**src/logic/nvm_seq_pkg.sv**
```systemverilog
`default_nettype none
package nvm_seq_pkg;
  // clock and timing
  localparam int MCLK_MHZ    = 250;
  localparam int T_PROG_NS   = 2000;
  localparam int T_ERASE_NS  = 6000;
  localparam int PROG_CYC    = (T_PROG_NS * MCLK_MHZ + 999) / 1000;
  localparam int ERASE_CYC   = (T_ERASE_NS * MCLK_MHZ + 999) / 1000;
  localparam int CNT_W       = 16;

  // register offsets
  localparam logic [7:0] REG_CTRLA   = 8'h00;
  localparam logic [7:0] REG_CTRLB   = 8'h04;
  localparam logic [7:0] REG_STATUS  = 8'h08;
  localparam logic [7:0] REG_INTSTAT = 8'h0c;
  localparam logic [7:0] REG_INTMASK = 8'h10;
  localparam logic [7:0] REG_ADDR    = 8'h14;
  localparam logic [7:0] REG_LOCK    = 8'h18;

  // field positions
  localparam int CMD_LSB     = 0;
  localparam int CMD_W       = 7;
  localparam int KEY_LSB     = 8;
  localparam int KEY_W       = 8;
  localparam int CB_MANUAL   = 0;
  localparam int ST_LOADED   = 0;
  localparam int ST_LOCKERR  = 1;
  localparam int ST_READY    = 2;
  localparam int IS_DONE     = 0;
  localparam int IS_LOCKERR  = 1;
  localparam int IS_W        = 2;

  // commands and execute key
  localparam logic [CMD_W-1:0] CMD_ERASE_ROW  = 7'h02;
  localparam logic [CMD_W-1:0] CMD_WRITE_PAGE = 7'h04;
  localparam logic [CMD_W-1:0] CMD_RWW_ERASE  = 7'h1a;
  localparam logic [CMD_W-1:0] CMD_RWW_WRITE  = 7'h1c;
  localparam logic [CMD_W-1:0] CMD_BUF_CLEAR  = 7'h44;
  localparam logic [KEY_W-1:0] EXEC_KEY       = 8'ha5;

  // reset values
  localparam logic             MANUAL_RST  = 1'b0;
  localparam logic [IS_W-1:0]  INTMASK_RST = 2'h0;

  typedef enum logic [1:0] {S_IDLE, S_PROG, S_ERASE} seq_state_t;
endpackage
`default_nettype wire

```
**src/logic/nvm_page_write_erase.sv**
```systemverilog
// Our own choices: the placing of the registers and the address-and-strobe port.
`default_nettype none
//Function
//- one page buffer feeds both main array and rww data array
//- each memory write loads buffer and captures address register
//- status bit shows whether page buffer holds loaded data
//- in automatic mode writing last page word starts programming
//- while busy, ready flag low and memory accesses stalled
//- buffer set to all ones after each page program
//- buffer clear command discards buffer contents
//- row erase sets addressed row to ones, rww variant likewise
//- erase of locked row skipped and lock error flag set
//- erase row chosen from any address inside it
//- automatic program uses address captured by last bus write
module nvm_page_write_erase
  import nvm_seq_pkg::*;
#(
  parameter int ADDR_W       = 16,
  parameter int PAGE_WORDS   = 16,
  parameter int ROW_PAGES    = 4,
  parameter int LOCK_REGIONS = 16
) (
  // clock and reset
  input  wire logic                          mclk,
  input  wire logic                          rstn,
  // register port
  input  wire logic [7:0]                    reg_addr,
  input  wire logic [31:0]                   reg_wdata,
  input  wire logic                          reg_wr,
  input  wire logic                          reg_rd,
  output var  logic [31:0]                   reg_rdata,
  // memory space write port
  input  wire logic                          mem_wr,
  input  wire logic                          mem_rww,
  input  wire logic [ADDR_W-1:0]             mem_addr,
  input  wire logic [31:0]                   mem_wdata,
  output var  logic                          mem_stall,
  // array macro side
  output var  logic                          nvm_prog,
  output var  logic                          nvm_erase,
  output var  logic                          nvm_op_rww,
  output var  logic [ADDR_W-1:0]             nvm_op_addr,
  input  wire logic [$clog2(PAGE_WORDS)-1:0] pb_rd_idx,
  output var  logic [31:0]                   pb_rd_data,
  // interrupt
  output var  logic                          irq
);
  localparam int PW_B = $clog2(PAGE_WORDS);
  localparam int RW_B = $clog2(PAGE_WORDS * ROW_PAGES);
  localparam int LR_B = $clog2(LOCK_REGIONS);

  if ((1 << PW_B) != PAGE_WORDS || (1 << RW_B) != PAGE_WORDS * ROW_PAGES
      || (1 << LR_B) != LOCK_REGIONS || LOCK_REGIONS > 32
      || RW_B + LR_B > ADDR_W || ADDR_W > 32) begin : g_bad
    $error("nvm_page_write_erase: unsupported geometry");
  end
  function automatic logic [ADDR_W-1:0] page_base(
      input logic [ADDR_W-1:0] a);
    page_base = {a[ADDR_W-1:PW_B], {PW_B{1'b0}}};
  endfunction
  function automatic logic [ADDR_W-1:0] row_base(
      input logic [ADDR_W-1:0] a);
    row_base = {a[ADDR_W-1:RW_B], {RW_B{1'b0}}};
  endfunction

  seq_state_t                state;
  seq_state_t                next_state;
  logic [CNT_W-1:0]          cnt;
  logic [CNT_W-1:0]          next_cnt;
  logic                      manual;
  logic                      next_manual;
  logic [ADDR_W-1:0]         nvm_addr;
  logic [ADDR_W-1:0]         next_nvm_addr;
  logic                      loaded;
  logic                      next_loaded;
  logic                      lock_err;
  logic                      next_lock_err;
  logic [IS_W-1:0]           intstat;
  logic [IS_W-1:0]           next_intstat;
  logic [IS_W-1:0]           intmask;
  logic [IS_W-1:0]           next_intmask;
  logic [LOCK_REGIONS-1:0]   lock_bits;
  logic [LOCK_REGIONS-1:0]   next_lock_bits;
  logic [31:0]               next_rdata;
  logic                      next_prog;
  logic                      next_erase;
  logic                      next_op_rww;
  logic [ADDR_W-1:0]         next_op_addr;
  logic                      buf_clear;
  logic [IS_W-1:0]           ev_set;
  logic                      mem_take;
  logic                      auto_go;
  logic                      cmd_go;
  logic [CMD_W-1:0]          cmd;
  logic                      row_locked;

  // stall is registered from next_state, so a write is taken only idle
  assign mem_take = mem_wr && state == S_IDLE;
  assign auto_go  = mem_take && !manual
                    && mem_addr[PW_B-1:0] == PW_B'(PAGE_WORDS - 1);
  assign cmd      = reg_wdata[CMD_LSB +: CMD_W];
  // a memory write in the same cycle wins; the command is dropped
  assign cmd_go   = reg_wr && reg_addr == REG_CTRLA && state == S_IDLE
                    && !mem_wr && reg_wdata[KEY_LSB +: KEY_W] == EXEC_KEY;
  assign row_locked = lock_bits[nvm_addr[ADDR_W-1 -: LR_B]];

  always_comb begin
    next_state    = state;
    next_cnt      = cnt;
    next_manual   = manual;
    next_nvm_addr = nvm_addr;
    next_loaded   = loaded;
    next_lock_err = lock_err;
    next_intmask  = intmask;
    next_lock_bits = lock_bits;
    next_prog     = 1'b0;
    next_erase    = 1'b0;
    next_op_rww   = nvm_op_rww;
    next_op_addr  = nvm_op_addr;
    buf_clear     = 1'b0;
    ev_set        = '0;
    if (cmd_go) begin
      unique case (cmd)
        CMD_WRITE_PAGE, CMD_RWW_WRITE: begin
          next_state   = S_PROG;
          next_cnt     = CNT_W'(PROG_CYC - 1);
          next_prog    = 1'b1;
          next_op_rww  = cmd == CMD_RWW_WRITE;
          next_op_addr = page_base(nvm_addr);
        end
        CMD_ERASE_ROW, CMD_RWW_ERASE: begin
          if (row_locked) begin
            next_lock_err      = 1'b1;
            ev_set[IS_LOCKERR] = 1'b1;
          end else begin
            next_state   = S_ERASE;
            next_cnt     = CNT_W'(ERASE_CYC - 1);
            next_erase   = 1'b1;
            next_op_rww  = cmd == CMD_RWW_ERASE;
            next_op_addr = row_base(nvm_addr);
          end
        end
        CMD_BUF_CLEAR: begin
          buf_clear   = 1'b1;
          next_loaded = 1'b0;
        end
        default: ;
      endcase
    end
    if (mem_take) begin
      next_nvm_addr = mem_addr;
      next_loaded   = 1'b1;
    end
    if (auto_go) begin
      next_state   = S_PROG;
      next_cnt     = CNT_W'(PROG_CYC - 1);
      next_prog    = 1'b1;
      next_op_rww  = mem_rww;
      next_op_addr = page_base(mem_addr);
    end
    if (state != S_IDLE) begin
      if (cnt == '0) begin
        next_state      = S_IDLE;
        ev_set[IS_DONE] = 1'b1;
        if (state == S_PROG) begin
          buf_clear   = 1'b1;
          next_loaded = 1'b0;
        end
      end else begin
        next_cnt = cnt - CNT_W'(1);
      end
    end
    if (reg_wr) begin
      unique case (reg_addr)
        REG_CTRLB:   next_manual = reg_wdata[CB_MANUAL];
        REG_INTMASK: next_intmask = reg_wdata[IS_W-1:0];
        REG_LOCK:    next_lock_bits = reg_wdata[LOCK_REGIONS-1:0];
        REG_ADDR: begin
          if (!mem_take) begin
            next_nvm_addr = reg_wdata[ADDR_W-1:0];
          end
        end
        REG_STATUS: begin
          // write one clears; a new lock error in this cycle wins
          if (reg_wdata[ST_LOCKERR] && !ev_set[IS_LOCKERR]) begin
            next_lock_err = 1'b0;
          end
        end
        default: ;
      endcase
    end
  end

  // interrupt status: read clears, a set in the same cycle wins
  always_comb begin
    next_intstat = intstat;
    if (reg_rd && reg_addr == REG_INTSTAT) begin
      next_intstat = '0;
    end
    next_intstat = next_intstat | ev_set;
  end
  always_comb begin
    next_rdata = '0;
    if (reg_rd) begin
      unique case (reg_addr)
        REG_CTRLB:   next_rdata[CB_MANUAL] = manual;
        REG_STATUS: begin
          next_rdata[ST_LOADED]  = loaded;
          next_rdata[ST_LOCKERR] = lock_err;
          next_rdata[ST_READY]   = state == S_IDLE;
        end
        REG_INTSTAT: next_rdata[IS_W-1:0] = intstat;
        REG_INTMASK: next_rdata[IS_W-1:0] = intmask;
        REG_ADDR:    next_rdata[ADDR_W-1:0] = nvm_addr;
        REG_LOCK:    next_rdata[LOCK_REGIONS-1:0] = lock_bits;
        default:     next_rdata = '0;
      endcase
    end
  end

  always_ff @(posedge mclk) begin
    if (!rstn) begin
      state       <= S_IDLE;
      cnt         <= '0;
      manual      <= MANUAL_RST;
      nvm_addr    <= '0;
      loaded      <= 1'b0;
      lock_err    <= 1'b0;
      intstat     <= '0;
      intmask     <= INTMASK_RST;
      lock_bits   <= '0;
      reg_rdata   <= '0;
      mem_stall   <= 1'b0;
      nvm_prog    <= 1'b0;
      nvm_erase   <= 1'b0;
      nvm_op_rww  <= 1'b0;
      nvm_op_addr <= '0;
      irq         <= 1'b0;
    end else begin
      state       <= next_state;
      cnt         <= next_cnt;
      manual      <= next_manual;
      nvm_addr    <= next_nvm_addr;
      loaded      <= next_loaded;
      lock_err    <= next_lock_err;
      intstat     <= next_intstat;
      intmask     <= next_intmask;
      lock_bits   <= next_lock_bits;
      reg_rdata   <= next_rdata;
      mem_stall   <= next_state != S_IDLE;
      nvm_prog    <= next_prog;
      nvm_erase   <= next_erase;
      nvm_op_rww  <= next_op_rww;
      nvm_op_addr <= next_op_addr;
      irq         <= |(next_intstat & next_intmask);
    end
  end

  page_buffer #(
    .WORDS (PAGE_WORDS),
    .W     (32)
  ) u_buf (
    .mclk    (mclk),
    .rstn    (rstn),
    .wr_en   (mem_take),
    .wr_idx  (mem_addr[PW_B-1:0]),
    .wr_data (mem_wdata),
    .clear   (buf_clear),
    .rd_idx  (pb_rd_idx),
    .rd_data (pb_rd_data)
  );

  logic [CNT_W-1:0] stall_len;
  always_ff @(posedge mclk) begin
    if (!rstn || !mem_stall) begin
      stall_len <= '0;
    end else begin
      stall_len <= stall_len + CNT_W'(1);
    end
  end
endmodule
`default_nettype wire

```
**src/logic/page_buffer.sv**
```systemverilog
`default_nettype none
module page_buffer #(
  parameter int WORDS = 16,
  parameter int W     = 32
) (
  // clock and reset
  input  wire logic                     mclk,
  input  wire logic                     rstn,
  // load side
  input  wire logic                     wr_en,
  input  wire logic [$clog2(WORDS)-1:0] wr_idx,
  input  wire logic [W-1:0]             wr_data,
  input  wire logic                     clear,
  // fetch side
  input  wire logic [$clog2(WORDS)-1:0] rd_idx,
  output var  logic [W-1:0]             rd_data
);
  logic [W-1:0] mem [WORDS];

  // erased state of the buffer is all ones; a load in the clear cycle
  // lands on top of the cleared contents
  always_ff @(posedge mclk) begin
    if (!rstn || clear) begin
      for (int i = 0; i < WORDS; i++) begin
        mem[i] <= '1;
      end
    end
    if (rstn && wr_en) begin
      mem[wr_idx] <= wr_data;
    end
  end

  always_ff @(posedge mclk) begin
    if (!rstn) begin
      rd_data <= '1;
    end else begin
      rd_data <= mem[rd_idx];
    end
  end
endmodule
`default_nettype wire

```
**config.mk**
```make
export PLATFORM = sky130hd
export DESIGN_NAME = nvm_page_write_erase
export DESIGN_NICKNAME = d
export VERILOG_FILES = /design/src/logic/nvm_seq_pkg.sv /design/src/logic/nvm_page_write_erase.sv /design/src/logic/page_buffer.sv
export SDC_FILE = /design/constraint.sdc
export NUM_CORES = 1
export LEC_CHECK = 0
export BUFFER_PORTS_ARGS = -buffer_cell sky130_fd_sc_hd__buf_2
export CAP_MARGIN = 20
export CORE_UTILIZATION = 65
export CTS_CLUSTER_DIAMETER = 120
export DETAILED_ROUTE_END_ITERATION = 10
export HOLD_SLACK_MARGIN = 0.06
export PLACE_DENSITY = 0.85
export SYNTH_ARGS = -nofsm -noshare
export SYNTH_HDL_FRONTEND = slang
export SYNTH_SLANG_ARGS = --single-unit
```
**constraint.sdc**
```tcl
create_clock -name mclk -period 6.9 [get_ports mclk]
set_input_delay 0.345 -clock mclk [delete_from_list [all_inputs] [get_ports mclk]]
set_output_delay 0.345 -clock mclk [all_outputs]
set_load 0.02 [all_outputs]
```
; ---- Word level (Yosys, flattened, before mapping)
; Memories as Yosys holds them, arrays and structs flattened. A register that Yosys moved wholly into a read port is not among the register bits.
; Index checks and enable logic that the tools add are counted.
[word_totals]
mem_bits_rw = 512
register_bits = 110
memories = 1
out_inout_bits = 85
[op_classes]
add_sub_neg = 1
n_bitwise = 3
eq_ne = 16
n_reduce_logical = 35
muxes = 66
magnitude_cmp = 1
[mem_list]
columns = memory, words, width, rd, rd_ports_with_merged_regs, wr, line
row1 = u_buf.mem, 16, 32, 1, 1, 16, page_buffer.sv:18  ; logic [W-1:0] mem [WORDS];
[ops]
columns = op, n
row1 = 16-bit two-way mux, 12
row2 = 16-bit case mux with 2 select lines, 2
row3 = 1-bit two-way mux, 35
row4 = 32-bit two-way mux, 1
row5 = 32-bit OR reduction, 1
row6 = 13-bit case mux with 2 select lines, 1
row7 = 8-bit by 5-bit == test with 1-bit output (second input constant), 3
row8 = 8-bit by 4-bit == test with 1-bit output (second input constant), 2
row9 = 16-bit logical NOT, 1
row10 = 2-bit two-way mux, 8
row11 = 16-bit by 1-bit subtractor with 16-bit output (second input constant), 1
row12 = 7-bit by 5-bit == test with 1-bit output (second input constant), 2
row13 = 1-bit logical AND, 10
row14 = 3-bit AND reduction, 3
row15 = 8-bit by 3-bit == test with 1-bit output (second input constant), 1
row16 = 8-bit == test (second input constant), 1
row17 = 8-bit logical NOT, 1
row18 = 2-bit nonzero test, 4
row19 = 2-bit OR reduction, 4
row20 = 7-bit by 2-bit == test with 1-bit output (second input constant), 1
row21 = 7-bit by 3-bit == test with 1-bit output (second input constant), 1
row22 = 7-bit == test (second input constant), 1
row23 = 1-bit case mux with 6 select lines, 1
row24 = 2-bit AND reduction, 3
row25 = 18 further kinds, 22

; ---- Longest topological paths before layout
; Gate-level depths: netlist (run 1).
[logic_depth]
depth_word = 13
mapped_depth = 9

; ---- By module
; From an unflattened synthesis (run 1), not the netlist that was laid out.
[unflattened]
hier_cells = 2187
area_unflattened_um2 = 28823.9
[by_module_without_submodules]
columns = module, n_inst, cells_each, area_each_um2
row1 = page_buffer, 1, 1655, 24425.9
row2 = nvm_page_write_erase, 1, 532, 4398.0

; ---- Worst setup path before layout (run 1)
; OpenSTA, ideal clock, no wires.
[synth_timing]
path_type = input-to-reg
from = input mem_wr
to = memory u_buf.mem[12][0], enable pin
path_slack_ns = 2.579
n_path_buf = 2
arrival_ns = 3.855
stages = 6
setup_time_ns = 0.466
cell_sequence = nor3b_1 -> nand2_1 -> or3_1 -> buf_2 -> clkbuf_1 -> o21ai_0
[synth_lines]
columns = element, line
row1 = from (decl), nvm_page_write_erase.sv:33  ; input wire logic mem_wr,
row2 = to (decl), page_buffer.sv:18

==> impl_results.md, run 1 <==
* Vert. Die Dim at around 210 µm
* Clk Latency, worst-skew pair at about 0.64 ns
* Core Box Area at around 43000 µm²
* Reg2reg start: cnt[0]$_SDFF_PN0_
* Clock skew at about 0.028 ns
* First drt pass iteration count at 8
* Die Wd at 211.6 µm
* Hold path endpoint: nvm_addr[1]$_SDFF_PN0_
* Post-synth EDFFs at ~510
* GRT Overall Usage at 32.42%
* First-pass GRT wire length at 106.6 mm
* GPL Wtd Cong at roughly 0.91
* Hold Violations, Final at 0
* Final setup fails at 0
* P&R area growth vs syn at 12.32%
* Period utilization at approximately 53%
* # fillers at between 2000 and 2500
* Slew HR at between 20% and 30%
* Register area share after synthesis at 62.41%
* Vias at approximately 18000
* Worst setup EP type: flip-flop
* Clock transition at the registers of the reported paths at about 0.07 ns
* Cell area after synthesis at 28550 µm²
* Delay-heaviest family, CP: simple AND/OR/NAND/NOR gates
* CTS tree: built
* Power Dens Cells at ~250 nW/µm²
* Initial Util at between 60 and 70%
* Status: complete, no violations
* Crit-path max cell delay at 0.77 ns
* Largest net degree at the start of global routing at around 100
* Fmax at roughly 0.27 GHz
* Max Fanout on Critical Path at 32
* Post-route ant nets at 0
* Critical path buffer and inverter count at 2
* VDD IR max at between 0.2 and 0.25 mV
* Clk buf depth at 3
* Area of the multi-input gates at roughly 10000 µm²
* # clock sinks at approximately 630
* Worst setup path class: flip-flop to flip-flop
* Syn_area_per_cell at about 15 µm²
* Clock period minus worst slack at about 3.6 ns
* Final-stage net count at between 2000 and 2500
* RSZ-0062 raised after global routing: no
* # rows at 76
* DRC Markers at 0
* Slowest CP cell: nand2b_2
* Hold depth at 3
* Via/cell ratio at 6.741
* Root buf cell: clkbuf_16
* Die area at approximately 45000 µm²
* CP Launch Type: flip-flop
* Placed cell areas at about 30000 µm²
* H-tree depth at 2
* Routed wire length at between 70 and 80 mm
* Reg2reg setup slack at 3.26 ns
* Fin. max-slew vios at 0
* Most used flip-flop cell after synthesis: edfxtp_1
* Vias in the first global route at roughly 18000
* Cell chain of the critical path: inv_1 -> ha_1 -> or3b_2 -> or3_1 -> nor2_1 -> a311oi_4 -> buf_4 -> nand2b_2
* Finished Cell Area at 32060 µm²
* Worst min path class: primary input to flip-flop
* Routed WL per cell at roughly 27 µm
* Starting DRC count in detailed routing at between 2000 and 3000
* Total of max-cap violations at 0
* Worst-margin pin slew at about 1.1 ns
* Antenna violations before repair at 7
* Leakage at around 8.9 nW
* Layout cell share with drive strength beyond 1 at between 30% and 40%
* Ys async rst share at 0%
* Ports at ~180
* Cts bufs inserted at about 60
* #FFs+latches synth at around 630
* Hpwl dp at about 39 mm
* PortBufs at around 150
* WP data required at just over 7 ns
* Grt ovf at 0
* Register area at approximately 18000 µm²
* Min-delay src: mem_addr[1]
* R2r worst-path depth at 8
* Reg-to-reg endpoint: u_buf.mem[13][12]$_SDFFCE_PN1P_
* Setup Buffers After CTS at 0
* Yosys Warn Count at 0
* Synth Instances at roughly 2000
* Setup TNS at 0 ns
* Cell variety after synth at between 70 and 80
* CP arrival at 3.88 ns
## synthesized netlist by cell type (4+ instances only)
cell type  count  area, µm²
a21boi_0       4      30.03
clkbuf_1     156      585.6
a22oi_1       14      105.1
buf_4         20      150.1
nor4b_1        4      35.03
nor2b_1        4      25.02
edfxtp_1     512      15370
buf_1         14      52.55
nand2b_1     154      963.4
mux2i_1       53      530.5
nand3_1        8      40.04
and3_1         8      50.05
mux4_2       162       3649
a32oi_1        5      43.79
dfxtp_1      122       2442
or3_1        199       1245
buf_2          7      35.03
mux2_1         4      45.04
a211oi_1      17      127.6
nor3b_1        5      37.54
a21oi_1       20      100.1
or2_2        225       1408
and2_1         8      50.05
nand4_1       10      62.56
nor3_1        16      80.08
nor2_1        61      229.0
o21ai_0       24      120.1
a31oi_1        8      50.05
inv_1         11      41.29
o211ai_1       5      37.54
nand4b_1      10      87.58
nand2_1       30      112.6
o31ai_1       10      75.07
## worst max-delay path by stage
stage	startpoint	to	slack [ns]	cells past startpoint
2_1_floorplan	mem_wr	u_buf.mem[12][0]$_SDFFCE_PN1P_	2.58	6
3_3_place_gp	rstn	u_buf.mem[14][18]$_SDFFCE_PN1P_	2.98	6
3_5_place_dp	rstn	u_buf.mem[13][18]$_SDFFCE_PN1P_	2.90	6
4_1_cts	cnt[0]$_SDFF_PN0_	u_buf.mem[3][25]$_SDFFCE_PN1P_	3.19	8
5_1_grt	state[0]$_SDFF_PN0_	u_buf.mem[13][28]$_SDFFCE_PN1P_	3.10	6
6_report	cnt[0]$_SDFF_PN0_	u_buf.mem[13][12]$_SDFFCE_PN1P_	3.26	8
## where the power goes
group	leakage (nW)	total [mW]	switching [mW]	internal, mW
combinational	3.36	0.520	0.361	0.159
clock	0.952	3.30	1.42	1.89
sequential	4.56	4.18	0.0200	4.16
total	8.87	8.00	1.80	6.21
## sequential cells by signal (all words and copies together) (netlist names), 2 cells and up
signal,count
u_buf.mem,512
nvm_op_addr,12
lock_bits,16
nvm_addr,16
reg_rdata,16
cnt,16
state,2
intstat,2
u_buf.rd_data,32
intmask,2
## per-stage QoR
stage / power (mW) / util (%) / hold slack (ns) / std cells / setup WS [ns]
floorplan: 4.565 / - / 0.4417 / 1984 / 2.579
global placement: 4.727 / 68.63 / 0.4685 / 2549 / 2.979
detailed placement: 4.743 / 68.68 / 0.4756 / 2550 / 2.897
CTS: 7.986 / 73.79 / 0.06442 / 2687 / 3.186
global route: 8.175 / 74.26 / 0.08254 / 2699 / 3.105
finish: 8.003 / 74.27 / 0.08230 / 2702 / 3.262
## logic make-up (layout without fill, tap and decap cells)
family | Yosys count | count (layout) | share of synthesized area (%)
other cells | 1 | 26 | 0.01314
flops | 634 | 634 | 62.41
xor+xnor | 2 | 2 | 0.06137
fa+ha+maj | 1 | 1 | 0.04382
compound gates | 141 | 141 | 3.511
simple gates | 753 | 753 | 15.86
mux | 224 | 224 | 15.03
buf+inv | 209 | 336 | 3.068
## what timing repair did
item / CTS / global route
gates resized for setup: 0 / 0
hold buffers: 25 / 0
endpoints found under the hold margin: 28 / 0
## layout by cell type, fill, tap and decap left out, drive strengths merged, types with 9 or more instances in the layout
cell type / n
edfxtp: 512
or2: 225
or3: 199
buf: 187
mux4: 162
nand2b: 154
dfxtp: 122
clkbuf: 87
nor2: 61
mux2i: 53
nand2: 30
dlygate4sd3: 25
o21ai: 25
a21oi: 20
conb: 20
a211oi: 18
clkinv: 18
nor3: 16
a22oi: 14
inv: 13
nand4: 10
nand4b: 10
o31ai: 10
mux2: 9
## final cells by class
cell class                 instances  share of cell area (%)
sequential                       634                   55.57
multi-input combinational       1141                   31.36
antenna                            6                 0.04683
clock inverter                    26                  0.8233
inverter                          11                  0.1288
timing repair buffer             213                   4.515
tap                              585                   2.283
clock buffer                      86                   5.276
## worst reg2reg max path, cell delays in order, from the launching register on
cell and delay [ns]:
dfxtp_1 0.33, inv_1 0.10, ha_1 0.21, or3b_2 0.52, or3_1 0.55, nor2_1 0.30, a311oi_4 0.14, buf_4 0.27
nand2b_2 0.78
## per-layer routing
layer | wire length, µm | share of wire, % | vias to the layer above | global-route usage, %
met5 | 23 | 0.032 | - | 0
met4 | 2782 | 3.8 | 4 | 14.14
met3 | 7193 | 9.9 | 224 | 5.978
met2 | 36630 | 50 | 1281 | 54.02
met1 | 26050 | 36 | 9105 | 42.05
li1 | - | - | 7601 | -
No activity file was read; power rests on OpenSTA's default activity.
==> inputs of run 2 (changes only) <==
ABC_AREA = 1   (was not set)
CORE_UTILIZATION = 61   (was 65)
PLACE_DENSITY = 0.8   (was 0.85)
clock period = 3.7 ns   (was 6.9 ns; I/O delays follow)
==> run 2 against run 1 <==
Compared with the run above:
- combinational power grew 130%
- via count increased by 18%
- first-iteration DRC count up 17%
- design area down 0.84%
- clock power is 94% higher
- synthesized cell count grew 40%
- critical endpoint is now u_buf.mem[11][1]$_SDFFCE_PN1P_
- non-clock buffer count is 30 higher
- sequential share of layout area up 0.47 points
- global-route usage is 0.54 points higher
==> impl_results.md, run 2 <==
* #FFs+latches synth at 634 (unchanged)
* Syn_area_per_cell at 10.27 µm² (-29%)
* Count leader, synth: nand2_1
* Final setup fails at 0 (unchanged)
* Post-route ant nets at 0 (unchanged)
* Total of max-cap violations at 0 (unchanged)
* Clk Latency, worst-skew pair at 0.62 ns (-0.02 ns)
* Core Util, Final at 69.91% (-4.4 points)
* Ys async rst share at 0% (unchanged)
* Cts bufs inserted at 66 (+8.2%)
* Register area share after synthesis at 63.26% (+0.85 points)
* Antenna violations before repair at 3 (-4)
* # clock sinks at 634 (unchanged)
* GPL Wtd Cong at 0.9260 (+1.6%)
* CP Launch Type: flip-flop
* Max Fanout on Critical Path at 32 (unchanged)
* Largest family of logic cells by synthesized area: simple AND/OR/NAND/NOR gates
* Simple-gate share of the synthesized area at 13.71% (-2.1 points)
* P_sw at 3.678 mW (+100%)
* Switching share of power at 23.88% (+1.4 points)
* First drt pass iteration count at 6 (-2)
* Clock period minus worst slack at 3.225 ns (-0.4130 ns)
* Fin. max-slew vios at 0 (unchanged)
* RSZ-0062 raised after global routing: no
* WP data required at 3.92 ns (-3.22 ns)
* Clock transition at the registers of the reported paths at 0.06 ns (about the same)
* Root buf cell: clkbuf_16
* Cell variety after synth at 41 (-42%)
* Setup TNS at 0 ns (unchanged)
* Sequential Power Share at 50.7% (-1.5 points)
* Routed WL per cell at 22.02 µm (-18%)
* Die Wd at 216.9 µm (+2.5%)
* Fmax at 0.3101 GHz (+13%)
* Slew HR at 22.34% (-1.3 points)
* Power Dens Cells at 484.3 nW/µm² (+94%)
* Worst setup EP type: flip-flop
* Non-filler cells, final at 3509 (+30%)
* CTS tree: built
* Place WS at 0.5586 ns (-2.338 ns)
* Layout cell share with drive strength beyond 1 at 11.11% (-22 points)
* Status: complete, no violations
* Synth Instances at 2742 (+40%)
* XOR/XNOR Fraction of Synth Area at 0.3421% (+0.28 points)
* Multiplexer share of the synthesized area at 4.549% (-10 points)
* Core Box Area at 45480 µm² (+5.3%)
* Max reg flops at 512 (unchanged)
* VDD IR max at 0.4489 mV (+84%)
* Cell area after synthesis at 28170 µm² (-1.3%)
* Initial Util at 61.93% (-4.2 points)
* Vias at 21470 (+18%)
* PortBufs at 146 (unchanged)
* P&R area growth vs syn at 12.88%
* Most frequent cells in the layout: nand2_1 (677), edfxtp_1 (512), inv_1 (255), o21ai_0 (206), a21oi_1 (181)
* Hpwl dp at 43.61 mm (+13%)
* DRC Markers at 0 (unchanged)
* Placed Cells at 3331 (+31%)
* Yosys Warn Count at 0 (unchanged)
* Area of the multi-input gates at 8416 µm² (-16%)
* H-tree depth at 3 (+1)
* Vias in the first global route at 20980 (+15%)
* Period utilization at 87.16% (+34 points)
* Top Registers: u_buf.mem: 512 flops, u_buf.rd_data: 32 flops
* Hold Violations, Final at 0 (unchanged)
* Post-Synth Adder-Cell Area at 0.04442% (+0.00059 points)
* Routed wire length at 77.27 mm (+6.3%)
* Dominant cell type by area after synthesis: edfxtp_1
* Worst setup path class: flip-flop to flip-flop
* Post-synth EDFFs at 512 (unchanged)
* Main area contributors after synthesis: edfxtp_1 (55%), nand2_1 (9.0%), dfxtp_1 (8.7%)
* Synth top area share at 54.59% (+0.73 points)
* CP arrival at 3.44 ns (-0.44 ns)
* GRT Overall Usage at 32.96% (+0.54 points)
* Clk buf depth at 3 (unchanged)
* Compound-Gate Fraction of Synth Area at 10.77% (+7.3 points)
* Leakage at 11.11 nW (+25%)
* Clock power frac at 41.6% (+0.3 points)
* Worst setup margin at 0.4750 ns (-2.787 ns)
* # fillers at 3171 (+27%)
* Via/cell ratio at 6.119 (-9.2%)
* # rows at 78 (+2.6%)
* Grt ovf at 0 (unchanged)
* Synth top cells by count: nand2_1 (677), edfxtp_1 (512), inv_1 (256)
* Worst-margin pin slew at 1.165 ns (+0.01910 ns)
* Largest net degree at the start of global routing at 122 (+21%)
* Worst min path class: primary input to flip-flop
* Ports at 183 (unchanged)
* First-pass GRT wire length at 116.8 mm (+9.6%)
* Vert. Die Dim at 216.9 µm (+2.5%)
* Setup Buffers After CTS at 0 (unchanged)
* Starting DRC count in detailed routing at 3054 (+17%)
* Biggest register: u_buf.mem
* Register area at 17820 µm² (unchanged)
* Int Pwr at 11.72 mW (+89%)
* Final-stage net count at 2952 (+37%)
* Logic gate share of total power at 7.7% (+1.2 points)
* Commonest non-fill, non-tap cell in the layout: nand2_1
* Most used flip-flop cell after synthesis: edfxtp_1
* Die area at 47040 µm² (+5.1%)
* Clock skew at 0.01755 ns (-0.01086 ns)
[run 2: cell types whose count changed in the layout (fill, tap and decap cells not counted), moves of 17 or more]
cell / previous run / this run
or3_1: 198 / 0
nand3_1: 8 / 113
nor2_1: 61 / 89
inv_1: 11 / 255
nand2_1: 22 / 677
nand2b_1: 149 / 0
o211ai_1: 5 / 131
a21oi_1: 20 / 181
mux4_2: 162 / 0
dlygate4sd3_1: 25 / 53
o21ai_0: 18 / 206
mux2i_1: 53 / 128
a211oi_1: 17 / 0
or2_2: 225 / 9
[run 2: repair_timing]
action                                 CTS  global route
hold buffers                            53             0
endpoints found under the hold margin   61             0
setup endpoints to repair                0             0
gates resized for setup                  0             0
[run 2: area by class of cell]
type,instances,share of cell area [%]
Clock buffer,96,5.805
Sequential cell,634,56.04
Multi-Input combinational cell,1637,26.47
Tap cell,600,2.361
Clock inverter,26,0.6808
Timing Repair Buffer,243,5.423
Antenna cell,2,0.01574
Inverter,271,3.207
[run 2: per-layer routing]
layer	global-route usage [%]	part of all wire, %	wire, µm	vias to the layer above
met5	0	0	0	-
met4	17.98	5.0	3851	0
met3	5.688	11	8350	274
met2	53.75	48	37040	1431
met1	42.20	36	28030	10220
li1	-	-	-	9544
[run 2: path summary, 6_finish.rpt]
| path | start | endpoint | cells past startpoint | slack, ns |
|---|---|---|---|---|
| hold / removal | mem_wdata[9] | u_buf.mem[12][9]$_SDFFCE_PN1P_ | 3 | 0.09 |
| setup reg to reg | cnt[0]$_SDFF_PN0_ | u_buf.mem[11][1]$_SDFFCE_PN1P_ | 9 | 0.48 |
| setup / recovery | cnt[0]$_SDFF_PN0_ | u_buf.mem[11][1]$_SDFFCE_PN1P_ | 9 | 0.48 |
| hold reg to reg | nvm_addr[4]$_SDFF_PN0_ | reg_rdata[4]$_SDFF_PN0_ | 2 | 0.47 |
[run 2: cells by family (layout without fill, tap and decap cells)]
family	count (synthesis)	count (layout)
flops	634	634
mux	128	128
simple gates	942	942
other cells	1	22
fa+ha+maj	1	1
compound gates	535	535
xor+xnor	11	11
buf+inv	490	636
[run 2: per-stage QoR]
stage	total power, mW	area [µm²]	hold slack (ns)
after floorplan	8.665	28240	0.2955
after global placement	9.027	29170	0.4014
after detailed placement	9.062	29170	0.4200
after CTS	15.39	31760	0.06870
after global routing	15.77	31790	0.1075
final	15.40	31790	0.08770
[run 2: critical path: stages (launching register included)]
cell	delay [ns]
dfxtp_1	0.31
inv_1	0.12
ha_1	0.23
nand2_1	0.14
nor2_1	0.18
nand4_1	0.17
nor2_1	0.13
nand2_1	0.26
nand3_1	0.33
or2_2	0.95
[run 2: power by group through the flow]
stage / logic, mW / registers (mW) / clock network [mW]
after global placement: 1.08 / 7.95 / 0
after detailed placement: 1.11 / 7.95 / 0
final: 1.19 / 7.80 / 6.41
after floorplan: 0.683 / 7.98 / 0
after CTS: 1.16 / 7.80 / 6.43
after global routing: 1.27 / 7.80 / 6.70
